`src/ubm_pkg.sv`:
```
/*
 * Shared constants and types for the endpoint bank manager: register map,
 * flag bit positions, reset values, link-side carriers and control phases.
 * Assumes a 32-bit classic Wishbone register bus and a byte-wide link side.
 */
package ubm_pkg;

	// ****************************************************************
	// Sizes and register map
	// ****************************************************************
	localparam int BANK_BYTES_DEF = 64;
	localparam int NUM_BANKS_DEF = 2;
	localparam logic [31:0] ADDR_CFG = 32'h00000000;
	localparam logic [31:0] ADDR_FLAGS = 32'h00000004;
	localparam logic [31:0] ADDR_COUNT = 32'h00000008;
	localparam logic [31:0] ADDR_DATA = 32'h0000000c;

	// ****************************************************************
	// Flag register bit positions
	// ****************************************************************
	localparam int FLG_TXIN = 0;
	localparam int FLG_OUT = 2;
	localparam int FLG_SETUP = 3;
	localparam int FLG_NAK = 6;
	localparam int FLG_BCTL = 7;
	localparam int FLG_RW_ALLOWED_FLAG = 8;
	localparam int FLG_ZLS = 9;
	localparam int FLG_FREE = 10;

	// ****************************************************************
	// Types
	// ****************************************************************
	typedef enum logic [1:0] {UBM_EP_CTRL, UBM_EP_OUT, UBM_EP_IN} ubm_ep_t;
	typedef struct packed {
		logic setup_ie;
		logic in_ie;
		logic out_ie;
		logic two_bank;
		logic dfc;
		logic auto_sw;
		ubm_ep_t ep;
	} ubm_cfg_t;
	typedef struct packed {
		logic zls;
		logic bctl;
		logic nak;
		logic setup;
		logic out;
		logic txin;
	} ubm_flags_t;
	typedef enum logic [1:0] {UBM_TOK_SETUP, UBM_TOK_OUT, UBM_TOK_IN} ubm_tok_kind_t;
	typedef struct packed {logic valid; ubm_tok_kind_t kind;} ubm_tok_t;
	typedef struct packed {logic valid; logic eop; logic [7:0] data;} ubm_rx_t;
	typedef struct packed {logic valid; logic last; logic [7:0] data;} ubm_tx_t;
	typedef struct packed {logic valid; logic nak;} ubm_hs_t;
	typedef enum logic [2:0] {UBM_CT_IDLE, UBM_CT_WR, UBM_CT_RD, UBM_CT_RD_ST, UBM_CT_WAIT} ubm_ctl_t;

	localparam ubm_cfg_t CFG_RST = '0;
	localparam ubm_flags_t FLAGS_RST = '0;

endpackage : ubm_pkg

```
`src/ubm_bank_mgr.sv`:
```
/*
 * Endpoint bank manager: one endpoint (control, OUT or IN) with one or two
 * data banks, served by the CPU over Wishbone or by a data flow controller.
 * Assumes the link side delivers well-formed tokens and packets, one at a
 * time, and issues no token while an IN packet is being streamed.
 */
`timescale 1ns/1ps
module ubm_bank_mgr #(
	parameter int BANK_BYTES = ubm_pkg::BANK_BYTES_DEF,
	parameter int NUM_BANKS = ubm_pkg::NUM_BANKS_DEF
) (
	// Clock and reset
	input wire logic clk_i,
	input wire logic rst_i,
	// Wishbone slave
	input wire logic wb_cyc_i,
	input wire logic wb_stb_i,
	input wire logic wb_we_i,
	input wire logic [31:0] wb_adr_i,
	input wire logic [3:0] wb_sel_i,
	input wire logic [31:0] wb_dat_i,
	output logic [31:0] wb_dat_o,
	output logic wb_ack_o,
	// USB link side
	input wire ubm_pkg::ubm_tok_t lnk_tok_i,
	input wire ubm_pkg::ubm_rx_t lnk_rx_i,
	output ubm_pkg::ubm_hs_t lnk_hs_o,
	output ubm_pkg::ubm_tx_t lnk_tx_o,
	// Data flow controller
	input wire logic dfc_rd_i,
	input wire logic dfc_wr_i,
	input wire logic [7:0] dfc_wdata_i,
	output logic [7:0] dfc_rdata_o,
	// Endpoint interrupt
	output logic ep_irq_o
);

	localparam int PW = $clog2(BANK_BYTES + 1);
	localparam int AW = $clog2(NUM_BANKS * BANK_BYTES);

	// ****************************************************************
	// State
	// ****************************************************************
	ubm_pkg::ubm_cfg_t cfg_q, cfg_d;
	ubm_pkg::ubm_flags_t flg_q, flg_d;
	ubm_pkg::ubm_ctl_t ctl_q, ctl_d;
	ubm_pkg::ubm_hs_t hs_q, hs_d;
	ubm_pkg::ubm_tx_t tx_q, tx_d;
	logic [NUM_BANKS-1:0] full_q, full_d;
	logic [PW-1:0] cnt_q [NUM_BANKS];
	logic [PW-1:0] cnt_d [NUM_BANKS];
	logic [PW-1:0] ptr_q, ptr_d, hptr_q, hptr_d;
	logic cbank_q, cbank_d, hbank_q, hbank_d;
	logic rx_ok_q, rx_ok_d, rx_setup_q, rx_setup_d, rx_retry_q, rx_retry_d;
	logic tx_busy_q, tx_busy_d, seen_q, seen_d;
	logic ack_q, ack_d, irq_q, irq_d;
	logic [31:0] dat_q, dat_d;
	logic [7:0] dfc_q, dfc_d;
	logic [7:0] mem_q [NUM_BANKS * BANK_BYTES];
	logic mem_we;
	logic [AW-1:0] mem_wa;
	logic [7:0] mem_wd;

	// ****************************************************************
	// Decoded conditions
	// ****************************************************************
	logic req, ctrl, is_out, is_in, two, hb, nb_c, nb_h, cur_full, rw_allowed_flag;
	logic cpu_rd, cpu_wr, rd_ev, wr_ev, last_rd, fill, rel_ev;
	logic [PW-1:0] cur_cnt;
	logic [10:0] wclr;
	logic [7:0] cur_byte, wdat;

	function automatic logic [AW-1:0] ma(input logic b, input logic [PW-1:0] p);
		ma = AW'(int'(b) * BANK_BYTES + int'(p));
	endfunction : ma

	assign req = wb_cyc_i && wb_stb_i && !ack_q;
	assign ctrl = cfg_q.ep == ubm_pkg::UBM_EP_CTRL;
	assign is_out = cfg_q.ep == ubm_pkg::UBM_EP_OUT;
	assign is_in = cfg_q.ep == ubm_pkg::UBM_EP_IN;
	// The control endpoint always works on a single bank.
	assign two = cfg_q.two_bank && (NUM_BANKS > 1) && !ctrl;
	assign hb = ctrl ? 1'b0 : hbank_q;
	assign nb_c = two ? ~cbank_q : cbank_q;
	assign nb_h = two ? ~hb : hb;
	assign cur_full = full_q[cbank_q];
	assign cur_cnt = cnt_q[cbank_q];
	assign cur_byte = mem_q[ma(cbank_q, ptr_q)];
	assign rw_allowed_flag = is_out ? (cur_full && ptr_q < cur_cnt) :
		is_in ? (!cur_full && ptr_q < PW'(BANK_BYTES)) : 1'b0;
	assign wclr = (req && wb_we_i && wb_adr_i == ubm_pkg::ADDR_FLAGS) ?
		{wb_sel_i[1] ? wb_dat_i[10:8] : 3'h0, wb_sel_i[0] ? wb_dat_i[7:0] : 8'h00} : 11'h000;
	assign cpu_rd = req && !wb_we_i && wb_adr_i == ubm_pkg::ADDR_DATA && wb_sel_i[0] &&
		!cfg_q.dfc && (ctrl ? ptr_q < cnt_q[0] : rw_allowed_flag && is_out);
	assign cpu_wr = req && wb_we_i && wb_adr_i == ubm_pkg::ADDR_DATA && wb_sel_i[0] &&
		!cfg_q.dfc && (ctrl ? !full_q[0] && ptr_q < PW'(BANK_BYTES) : rw_allowed_flag && is_in);
	assign rd_ev = cpu_rd || (dfc_rd_i && cfg_q.dfc && is_out && rw_allowed_flag);
	assign wr_ev = cpu_wr || (dfc_wr_i && cfg_q.dfc && is_in && rw_allowed_flag);
	assign wdat = cpu_wr ? wb_dat_i[7:0] : dfc_wdata_i;
	assign last_rd = rd_ev && is_out && (ptr_q + 1'b1) == cur_cnt;
	assign fill = wr_ev && is_in && (ptr_q + 1'b1) == PW'(BANK_BYTES);
	assign rel_ev = !ctrl && ((wclr[ubm_pkg::FLG_BCTL] && flg_q.bctl && !cfg_q.auto_sw) ||
		wclr[ubm_pkg::FLG_FREE] || (cfg_q.auto_sw && (last_rd || fill)));

	// ****************************************************************
	// Next state
	// ****************************************************************
	always_comb begin
		cfg_d = cfg_q;
		flg_d = flg_q;
		ctl_d = ctl_q;
		full_d = full_q;
		cnt_d = cnt_q;
		ptr_d = ptr_q;
		hptr_d = hptr_q;
		cbank_d = cbank_q;
		hbank_d = hbank_q;
		rx_ok_d = rx_ok_q;
		rx_setup_d = rx_setup_q;
		rx_retry_d = rx_retry_q;
		tx_busy_d = tx_busy_q;
		seen_d = seen_q;
		hs_d = '0;
		tx_d = '0;
		dfc_d = dfc_q;
		ack_d = req;
		dat_d = 32'h00000000;
		mem_we = 1'b0;
		mem_wa = '0;
		mem_wd = 8'h00;
		if (req && wb_we_i && wb_adr_i == ubm_pkg::ADDR_CFG && wb_sel_i[0]) begin
			cfg_d = ubm_pkg::ubm_cfg_t'(wb_dat_i[7:0]);
		end
		if (req && !wb_we_i) begin
			case (wb_adr_i)
				ubm_pkg::ADDR_CFG: dat_d = {24'h000000, cfg_q};
				ubm_pkg::ADDR_FLAGS: dat_d = {22'h000000, flg_q.zls, rw_allowed_flag,
					flg_q.bctl && !ctrl, flg_q.nak, 2'b00, flg_q.setup, flg_q.out,
					1'b0, flg_q.txin};
				ubm_pkg::ADDR_COUNT: dat_d = 32'(cur_cnt);
				ubm_pkg::ADDR_DATA: dat_d = cpu_rd ? {24'h000000, cur_byte} : 32'h00000000;
				default: dat_d = 32'h00000000;
			endcase
		end
		// Clears come first so that a hardware set in the same cycle wins.
		flg_d.out = flg_q.out && !wclr[ubm_pkg::FLG_OUT];
		flg_d.txin = flg_q.txin && !wclr[ubm_pkg::FLG_TXIN];
		flg_d.setup = flg_q.setup && !wclr[ubm_pkg::FLG_SETUP];
		flg_d.nak = flg_q.nak && !wclr[ubm_pkg::FLG_NAK];
		flg_d.zls = flg_q.zls && !wclr[ubm_pkg::FLG_ZLS];
		if (ctrl && ((wclr[ubm_pkg::FLG_OUT] && flg_q.out) ||
				(wclr[ubm_pkg::FLG_SETUP] && flg_q.setup))) begin
			full_d[0] = 1'b0;
			cnt_d[0] = '0;
			ptr_d = '0;
			flg_d.txin = 1'b1;
		end
		if (ctrl && wclr[ubm_pkg::FLG_TXIN] && flg_q.txin &&
				!(ctl_q inside {ubm_pkg::UBM_CT_RD_ST, ubm_pkg::UBM_CT_WAIT})) begin
			full_d[0] = 1'b1;
			ptr_d = '0;
		end
		if (rd_ev) begin
			ptr_d = ptr_q + 1'b1;
			dfc_d = cfg_q.dfc ? cur_byte : dfc_q;
		end
		if (wr_ev) begin
			mem_we = 1'b1;
			mem_wa = ma(cbank_q, ptr_q);
			mem_wd = wdat;
			ptr_d = ptr_q + 1'b1;
			cnt_d[cbank_q] = ptr_q + 1'b1;
		end
		if (!ctrl && !seen_q && (is_out ? cur_full : is_in && !cur_full)) begin
			seen_d = 1'b1;
			flg_d.bctl = 1'b1;
			flg_d.out = flg_d.out || is_out;
			flg_d.txin = flg_d.txin || is_in;
		end
		if (rel_ev) begin
			flg_d.bctl = 1'b0;
			seen_d = 1'b0;
			ptr_d = '0;
			cbank_d = nb_c;
			full_d[cbank_q] = is_in;
			if (is_out) begin
				cnt_d[cbank_q] = '0;
			end
		end
		if (lnk_tok_i.valid) begin
			case (lnk_tok_i.kind)
				ubm_pkg::UBM_TOK_SETUP: begin
					rx_ok_d = ctrl;
					rx_setup_d = 1'b1;
					rx_retry_d = 1'b0;
					hptr_d = '0;
					if (ctrl) begin
						flg_d = ubm_pkg::FLAGS_RST;
						full_d[0] = 1'b0;
						cnt_d[0] = '0;
						ptr_d = '0;
						tx_busy_d = 1'b0;
						ctl_d = ubm_pkg::UBM_CT_IDLE;
					end
				end
				ubm_pkg::UBM_TOK_OUT: begin
					rx_setup_d = 1'b0;
					rx_retry_d = 1'b0;
					hptr_d = '0;
					rx_ok_d = is_out && !full_q[hb];
					if (ctrl) begin
						case (ctl_q)
							ubm_pkg::UBM_CT_IDLE, ubm_pkg::UBM_CT_WR: begin
								rx_ok_d = !full_q[0];
								ctl_d = full_q[0] ? ctl_q : ubm_pkg::UBM_CT_WR;
							end
							ubm_pkg::UBM_CT_RD: begin
								rx_ok_d = 1'b0;
								full_d[0] = 1'b0;
								cnt_d[0] = '0;
								ptr_d = '0;
								ctl_d = ubm_pkg::UBM_CT_RD_ST;
							end
							ubm_pkg::UBM_CT_RD_ST: begin
								rx_ok_d = 1'b1;
								rx_retry_d = 1'b1;
								ctl_d = ubm_pkg::UBM_CT_WAIT;
							end
							default: rx_ok_d = 1'b0;
						endcase
					end
				end
				ubm_pkg::UBM_TOK_IN: begin
					if ((ctrl || is_in) && full_q[hb]) begin
						tx_busy_d = 1'b1;
						hptr_d = '0;
						if (ctrl && ctl_q == ubm_pkg::UBM_CT_IDLE) begin
							ctl_d = ubm_pkg::UBM_CT_RD;
						end
					end else begin
						hs_d = '{valid: 1'b1, nak: 1'b1};
						flg_d.nak = flg_d.nak || (ctrl && ctl_q == ubm_pkg::UBM_CT_WR);
					end
				end
				default: rx_ok_d = 1'b0;
			endcase
		end
		if (lnk_rx_i.valid && rx_ok_q && hptr_q < PW'(BANK_BYTES)) begin
			mem_we = 1'b1;
			mem_wa = ma(hb, hptr_q);
			mem_wd = lnk_rx_i.data;
			hptr_d = hptr_q + 1'b1;
		end
		if (lnk_rx_i.eop) begin
			hs_d = '{valid: 1'b1, nak: !rx_ok_q};
			rx_ok_d = 1'b0;
			if (rx_ok_q) begin
				cnt_d[hb] = hptr_q;
				if (ctrl) begin
					flg_d.out = flg_d.out || !rx_setup_q;
					flg_d.setup = flg_d.setup || rx_setup_q;
					flg_d.txin = flg_d.txin || rx_retry_q;
					full_d[0] = !rx_retry_q;
				end else if (hptr_q == '0 && cfg_q.dfc && cfg_q.auto_sw) begin
					flg_d.zls = 1'b1;
				end else begin
					full_d[hb] = 1'b1;
					hbank_d = nb_h;
				end
			end
		end
		// A packet ends with a lone last strobe, so a zero-length packet is just that.
		if (tx_busy_q) begin
			if (hptr_q < cnt_q[hb]) begin
				tx_d = '{valid: 1'b1, last: 1'b0, data: mem_q[ma(hb, hptr_q)]};
				hptr_d = hptr_q + 1'b1;
			end else begin
				tx_d = '{valid: 1'b0, last: 1'b1, data: 8'h00};
				tx_busy_d = 1'b0;
				full_d[hb] = 1'b0;
				cnt_d[hb] = '0;
				hbank_d = nb_h;
				if (ctrl) begin
					flg_d.txin = 1'b1;
					ctl_d = (ctl_q == ubm_pkg::UBM_CT_WR) ? ubm_pkg::UBM_CT_WAIT : ctl_q;
				end
			end
		end
		irq_d = (flg_d.out && cfg_q.out_ie) || (flg_d.txin && cfg_q.in_ie) ||
			(flg_d.setup && cfg_q.setup_ie);
	end

	// ****************************************************************
	// Registers
	// ****************************************************************
	always_ff @(posedge clk_i) begin
		if (rst_i) begin
			cfg_q <= ubm_pkg::CFG_RST;
			flg_q <= ubm_pkg::FLAGS_RST;
			ctl_q <= ubm_pkg::UBM_CT_WAIT;
			full_q <= '0;
			cnt_q <= '{default: '0};
			ptr_q <= '0;
			hptr_q <= '0;
			cbank_q <= 1'b0;
			hbank_q <= 1'b0;
			rx_ok_q <= 1'b0;
			rx_setup_q <= 1'b0;
			rx_retry_q <= 1'b0;
			tx_busy_q <= 1'b0;
			seen_q <= 1'b0;
			hs_q <= '0;
			tx_q <= '0;
			dfc_q <= 8'h00;
			ack_q <= 1'b0;
			dat_q <= 32'h00000000;
			irq_q <= 1'b0;
		end else begin
			cfg_q <= cfg_d;
			flg_q <= flg_d;
			ctl_q <= ctl_d;
			full_q <= full_d;
			cnt_q <= cnt_d;
			ptr_q <= ptr_d;
			hptr_q <= hptr_d;
			cbank_q <= cbank_d;
			hbank_q <= hbank_d;
			rx_ok_q <= rx_ok_d;
			rx_setup_q <= rx_setup_d;
			rx_retry_q <= rx_retry_d;
			tx_busy_q <= tx_busy_d;
			seen_q <= seen_d;
			hs_q <= hs_d;
			tx_q <= tx_d;
			dfc_q <= dfc_d;
			ack_q <= ack_d;
			dat_q <= dat_d;
			irq_q <= irq_d;
		end
	end

	// Bank storage has no reset; counts and full bits say what is valid.
	always_ff @(posedge clk_i) begin
		if (mem_we) begin
			mem_q[mem_wa] <= mem_wd;
		end
	end

	assign wb_dat_o = dat_q;
	assign wb_ack_o = ack_q;
	assign lnk_hs_o = hs_q;
	assign lnk_tx_o = tx_q;
	assign dfc_rdata_o = dfc_q;
	assign ep_irq_o = irq_q;
endmodule : ubm_bank_mgr

```
`config.mk`:
```
export PLATFORM = sky130hd
export DESIGN_NAME = ubm_bank_mgr
export DESIGN_NICKNAME = d
export VERILOG_FILES = /design/src/ubm_pkg.sv /design/src/ubm_bank_mgr.sv
export SDC_FILE = /design/constraint.sdc
export NUM_CORES = 2
export LEC_CHECK = 0
export BUFFER_PORTS_ARGS = -buffer_cell sky130_fd_sc_hd__buf_2
export CAP_MARGIN = 40
export CORE_ASPECT_RATIO = 0.75
export CORE_MARGIN = 4
export CORE_UTILIZATION = 40
export CTS_BUF_LIST = sky130_fd_sc_hd__clkbuf_2 sky130_fd_sc_hd__clkbuf_4 sky130_fd_sc_hd__clkbuf_8
export CTS_CLUSTER_SIZE = 40
export DETAILED_ROUTE_END_ITERATION = 8
export SETUP_SLACK_MARGIN = 0.02
export SYNTH_ARGS = -nofsm -noshare
export SYNTH_HDL_FRONTEND = slang
export SYNTH_SLANG_ARGS = --single-unit
export TNS_END_PERCENT = 100
```
`constraint.sdc`:
```
create_clock -name clk_i -period 8.73 [get_ports clk_i]
set_input_delay 1.3095 -clock clk_i [delete_from_list [all_inputs] [get_ports clk_i]]
set_output_delay 1.3095 -clock clk_i [all_outputs]
set_load 0.1 [all_outputs]
```
==> results.md <==
* First drt pass iteration count at 5
* Post-synth cell types at 85
* Yosys reg bits at 1110
* Min-Delay Startpoint: cfg_q[6]
* GR Overflow Total at 0
* Stages on worst setup path at 11
* Leak Pwr at just over 20 nW
* Hold violation total from the final report at 0
* Final instance area at 60300 µm²
* Worst r2r src: cfg_q[1]
* Cell family with most CP delay: simple AND/OR/NAND/NOR gates
* Die Y at about 330 µm
* Site Rows at 116
* Mean post-synth cell area at ~17 µm²
* Final Max Tran Viols at 0
* CTS tree: done
* # Post-CTS Setup Buffers at 0
* Final #Nets at 3473
* RSZ-0062 raised after global routing: false
* Clk_skew at 35.3 ps
* Final setup vio count at 0
* Register Area at 32500 µm²
* Comb power frac at 2.7%
* Die area at 141000 µm²
* First-pass GRT wire length at 238000 µm
* Post-route antenna net violation count at 0
* Final Cycle Share at 60.8%
* Sink Count at between 1k and 1.5k
* Most frequent cells in the layout: 1024 x edfxtp_1, 520 x mux4_2, 238 x nor2_1
* Post-Synthesis Cells at 3200
* Proportion of synthesized area in mux cells at about a quarter
* Post-synth EDFFs at about 1.0k
* Worst ir drop on vdd at about 0.00015 V
* Cell internal pwr at 8.33 mW
* IO Pins at 150
* Fillers at 11.5k
* Area of the multi-input gates at 20200 µm²
* Initial antenna violation count at 4
* Worst path cell trace: or2_2 > and2_1 > a21oi_1 > ha_1 > or4_1 > a211o_1 > a31o_2 > a21bo_2 > nor2_1 > nand2_1 > o21ai_0
* Via count at about 33k
* Die width at 432 µm
* Worst Hold Class: reg -> reg
* Via-to-Cell Ratio at around 6.3
* Synthesized area at 53800 µm²
* Flop2flop setup slack at approximately 3400 ps
* Kind of critical path: reg -> reg
* Post-route setup slack at about 3400 ps
* Power Total at between 10 and 15 mW
* Vias in the first global route at about 32k
* Clk Latency, worst-skew pair at 880 ps
* RR Endpoint: lnk_tx_o[3]
* Port buffer count at around 100
* Achievable frequency at 0.188 GHz
* Primary FF master, synth: edfxtp_1
* CTS buffer count at 171
* Share of cells above drive strength 1 at 31.5%
* Hold_buf cts at 0
* Clock power frac at 43.4%
* Routed len/inst at around 32 µm
* Hpwl dp at 109000 µm
* Synth Area in Simple Gates at 4.58%
* Final GP Congestion at about 0.9
* GRT Util Overall at 23.6%
* Cells on worst reg2reg path at 11
* Slew @ Worst Pin at 953 ps
* Required @ worst endpoint at about 9400 ps
* DP Worst Slack at 3520 ps
* Adder-cell share of the synthesized area at 0.535%
* Max Cap Viol at 0
* Clock root buffer: clkbuf_8
* Seq pwr share at 53.9%
* Post-synthesis compound-gate area fraction at between 6 and 7%
* Status: complete, no violations
* Async set or reset register ratio after synthesis at 0%
* Crit path buf inv count at 0
* Final setup TNS at 0 ps
* Initial Util at 40.3%
* CORE AREA at roughly 130000 µm²
* Warnings from Yosys at 0
* CP max-delay cell: and2_1
* Post-synthesis xor/xnor area fraction at 0.293%
* DP Area at 56700 µm²
* Worst Path Max Fanout at 19
* Cts repair resizes at 0
* Worst Setup SP: cfg_q[1]
* Min cycle time layout at 5310 ps
* Max clock buf depth at 3
* Worst setup path end: lnk_tx_o[3]
* Largest net degree at the start of global routing at 118
* DRT iter0 DRCs at 4231
* CTS H-tree lvls at 4
* Net switching power at 2.36 mW
* Switching share of power at 22.1%
* Slowest cell delay on critical path at 690 ps
* Routed wire length at 168000 µm
* Most common cell after layout, fill and taps aside: edfxtp_1
* CP startpoint kind: flop
* Worst Path Arrival at 6010 ps
* Main combinational cell family by area after synthesis: multiplexers
* Worst-path clk slew at 60 ps
* Rel. slew slack at 36.2%
* Crit end category: flop
* P per Cell Area at 177 nW/µm²
* Area growth syn-to-layout at 12.0%
* DRC Markers at 0
* Sequential area share after synthesis at 60.3%
## layer usage
layer | wire length, µm | GRT usage (%) | up-vias
met3 | 20600 | 7.04 | 236
met5 | 13 | 0 | -
met4 | 3790 | 6.30 | 2
met1 | 70500 | 35.5 | 17500
li1 | - | - | 13700
met2 | 72700 | 33.2 | 1963
## worst min-delay path by stage
stage	endpoint	cells past startpoint	slack, ps
finish	cfg_q[6]	2	480
global route	rx_retry_q	2	500
CTS	cfg_q[6]	2	480
detailed placement	cfg_q[6]	2	470
global placement	flg_q[3]	2	460
floorplan	cfg_q[7]	2	440
## kinds of logic after synthesis
logic type	count (synthesis)
AO/OA/AOI/OAI	511
multiplexers	701
buffers and inverters	295
flip-flops	1110
AND/OR/NAND/NOR	546
XOR/XNOR	13
adder cells (fa/ha/maj)	23
other	1
## synth_stat cells (all sizes together) (6+ instances only)
cell type	number	area share [%]
a2111oi	7	0.18
a211o	13	0.21
a211oi	59	0.82
a21o	8	0.11
a21oi	148	1.4
a221oi	15	0.24
a22oi	6	0.084
a31oi	16	0.19
a32o	7	0.13
and2	10	0.12
and3	9	0.10
buf	134	1.3
clkbuf	137	0.96
dfxtp	86	3.2
edfxtp	1024	57
ha	23	0.53
inv	21	0.15
mux2	23	0.48
mux2i	158	2.9
mux4	520	22
nand2	129	0.90
nand2b	23	0.27
nand3	40	0.37
nand4	9	0.10
nor2	247	1.7
nor2b	10	0.12
nor3	20	0.19
nor4	15	0.20
o211ai	26	0.39
o21a	9	0.13
o21ai	55	0.51
o221ai	54	0.88
o22ai	25	0.29
o31ai	18	0.25
or2	6	0.070
or3	9	0.10
or4	6	0.091
xor2	6	0.098
## state kept, by name, summed over array words and instances, names as in the netlist, 6 cells and up
register,count
cfg_q,8
ptr_q,7
flg_q,6
hptr_q,7
dfc_rdata_o,8
mem_q,1024
lnk_tx_o,10
wb_dat_o,10
cnt_q,14
## metrics by stage
step	util [%]	cells	hold WS [ps]
after floorplan	-	3221	441
after global placement	42.1	4903	461
after detailed placement	42.4	4948	469
after CTS	45.1	5257	478
after global routing	45.1	5261	503
final	45.1	5265	478
## power groups by stage
stage | Clock, mW | Sequential [mW] | Combinational, mW
3_5_place_dp | 0 | 5.87 | 0.288
2_1_floorplan | 0 | 5.88 | 0.180
4_1_cts | 4.70 | 5.76 | 0.288
3_3_place_gp | 0 | 5.87 | 0.285
6_report | 4.64 | 5.76 | 0.292
5_1_grt | 4.97 | 5.76 | 0.304
## cell type report
cell class,instances,share of cell area [%]
antenna,5,0.0208
tap,1770,3.68
clock buffer,231,4.76
inverter,24,0.158
multi-input combinational,1816,33.6
timing repair buffer,231,2.72
clock inverter,78,1.17
sequential,1110,53.9
## worst min-delay path, cell delays in order, from the launching register on
cell and delay [ps]:
dfxtp_1 320, nand2_1 60, a21oi_1 50
No activity file was read; power rests on OpenSTA's default activity.
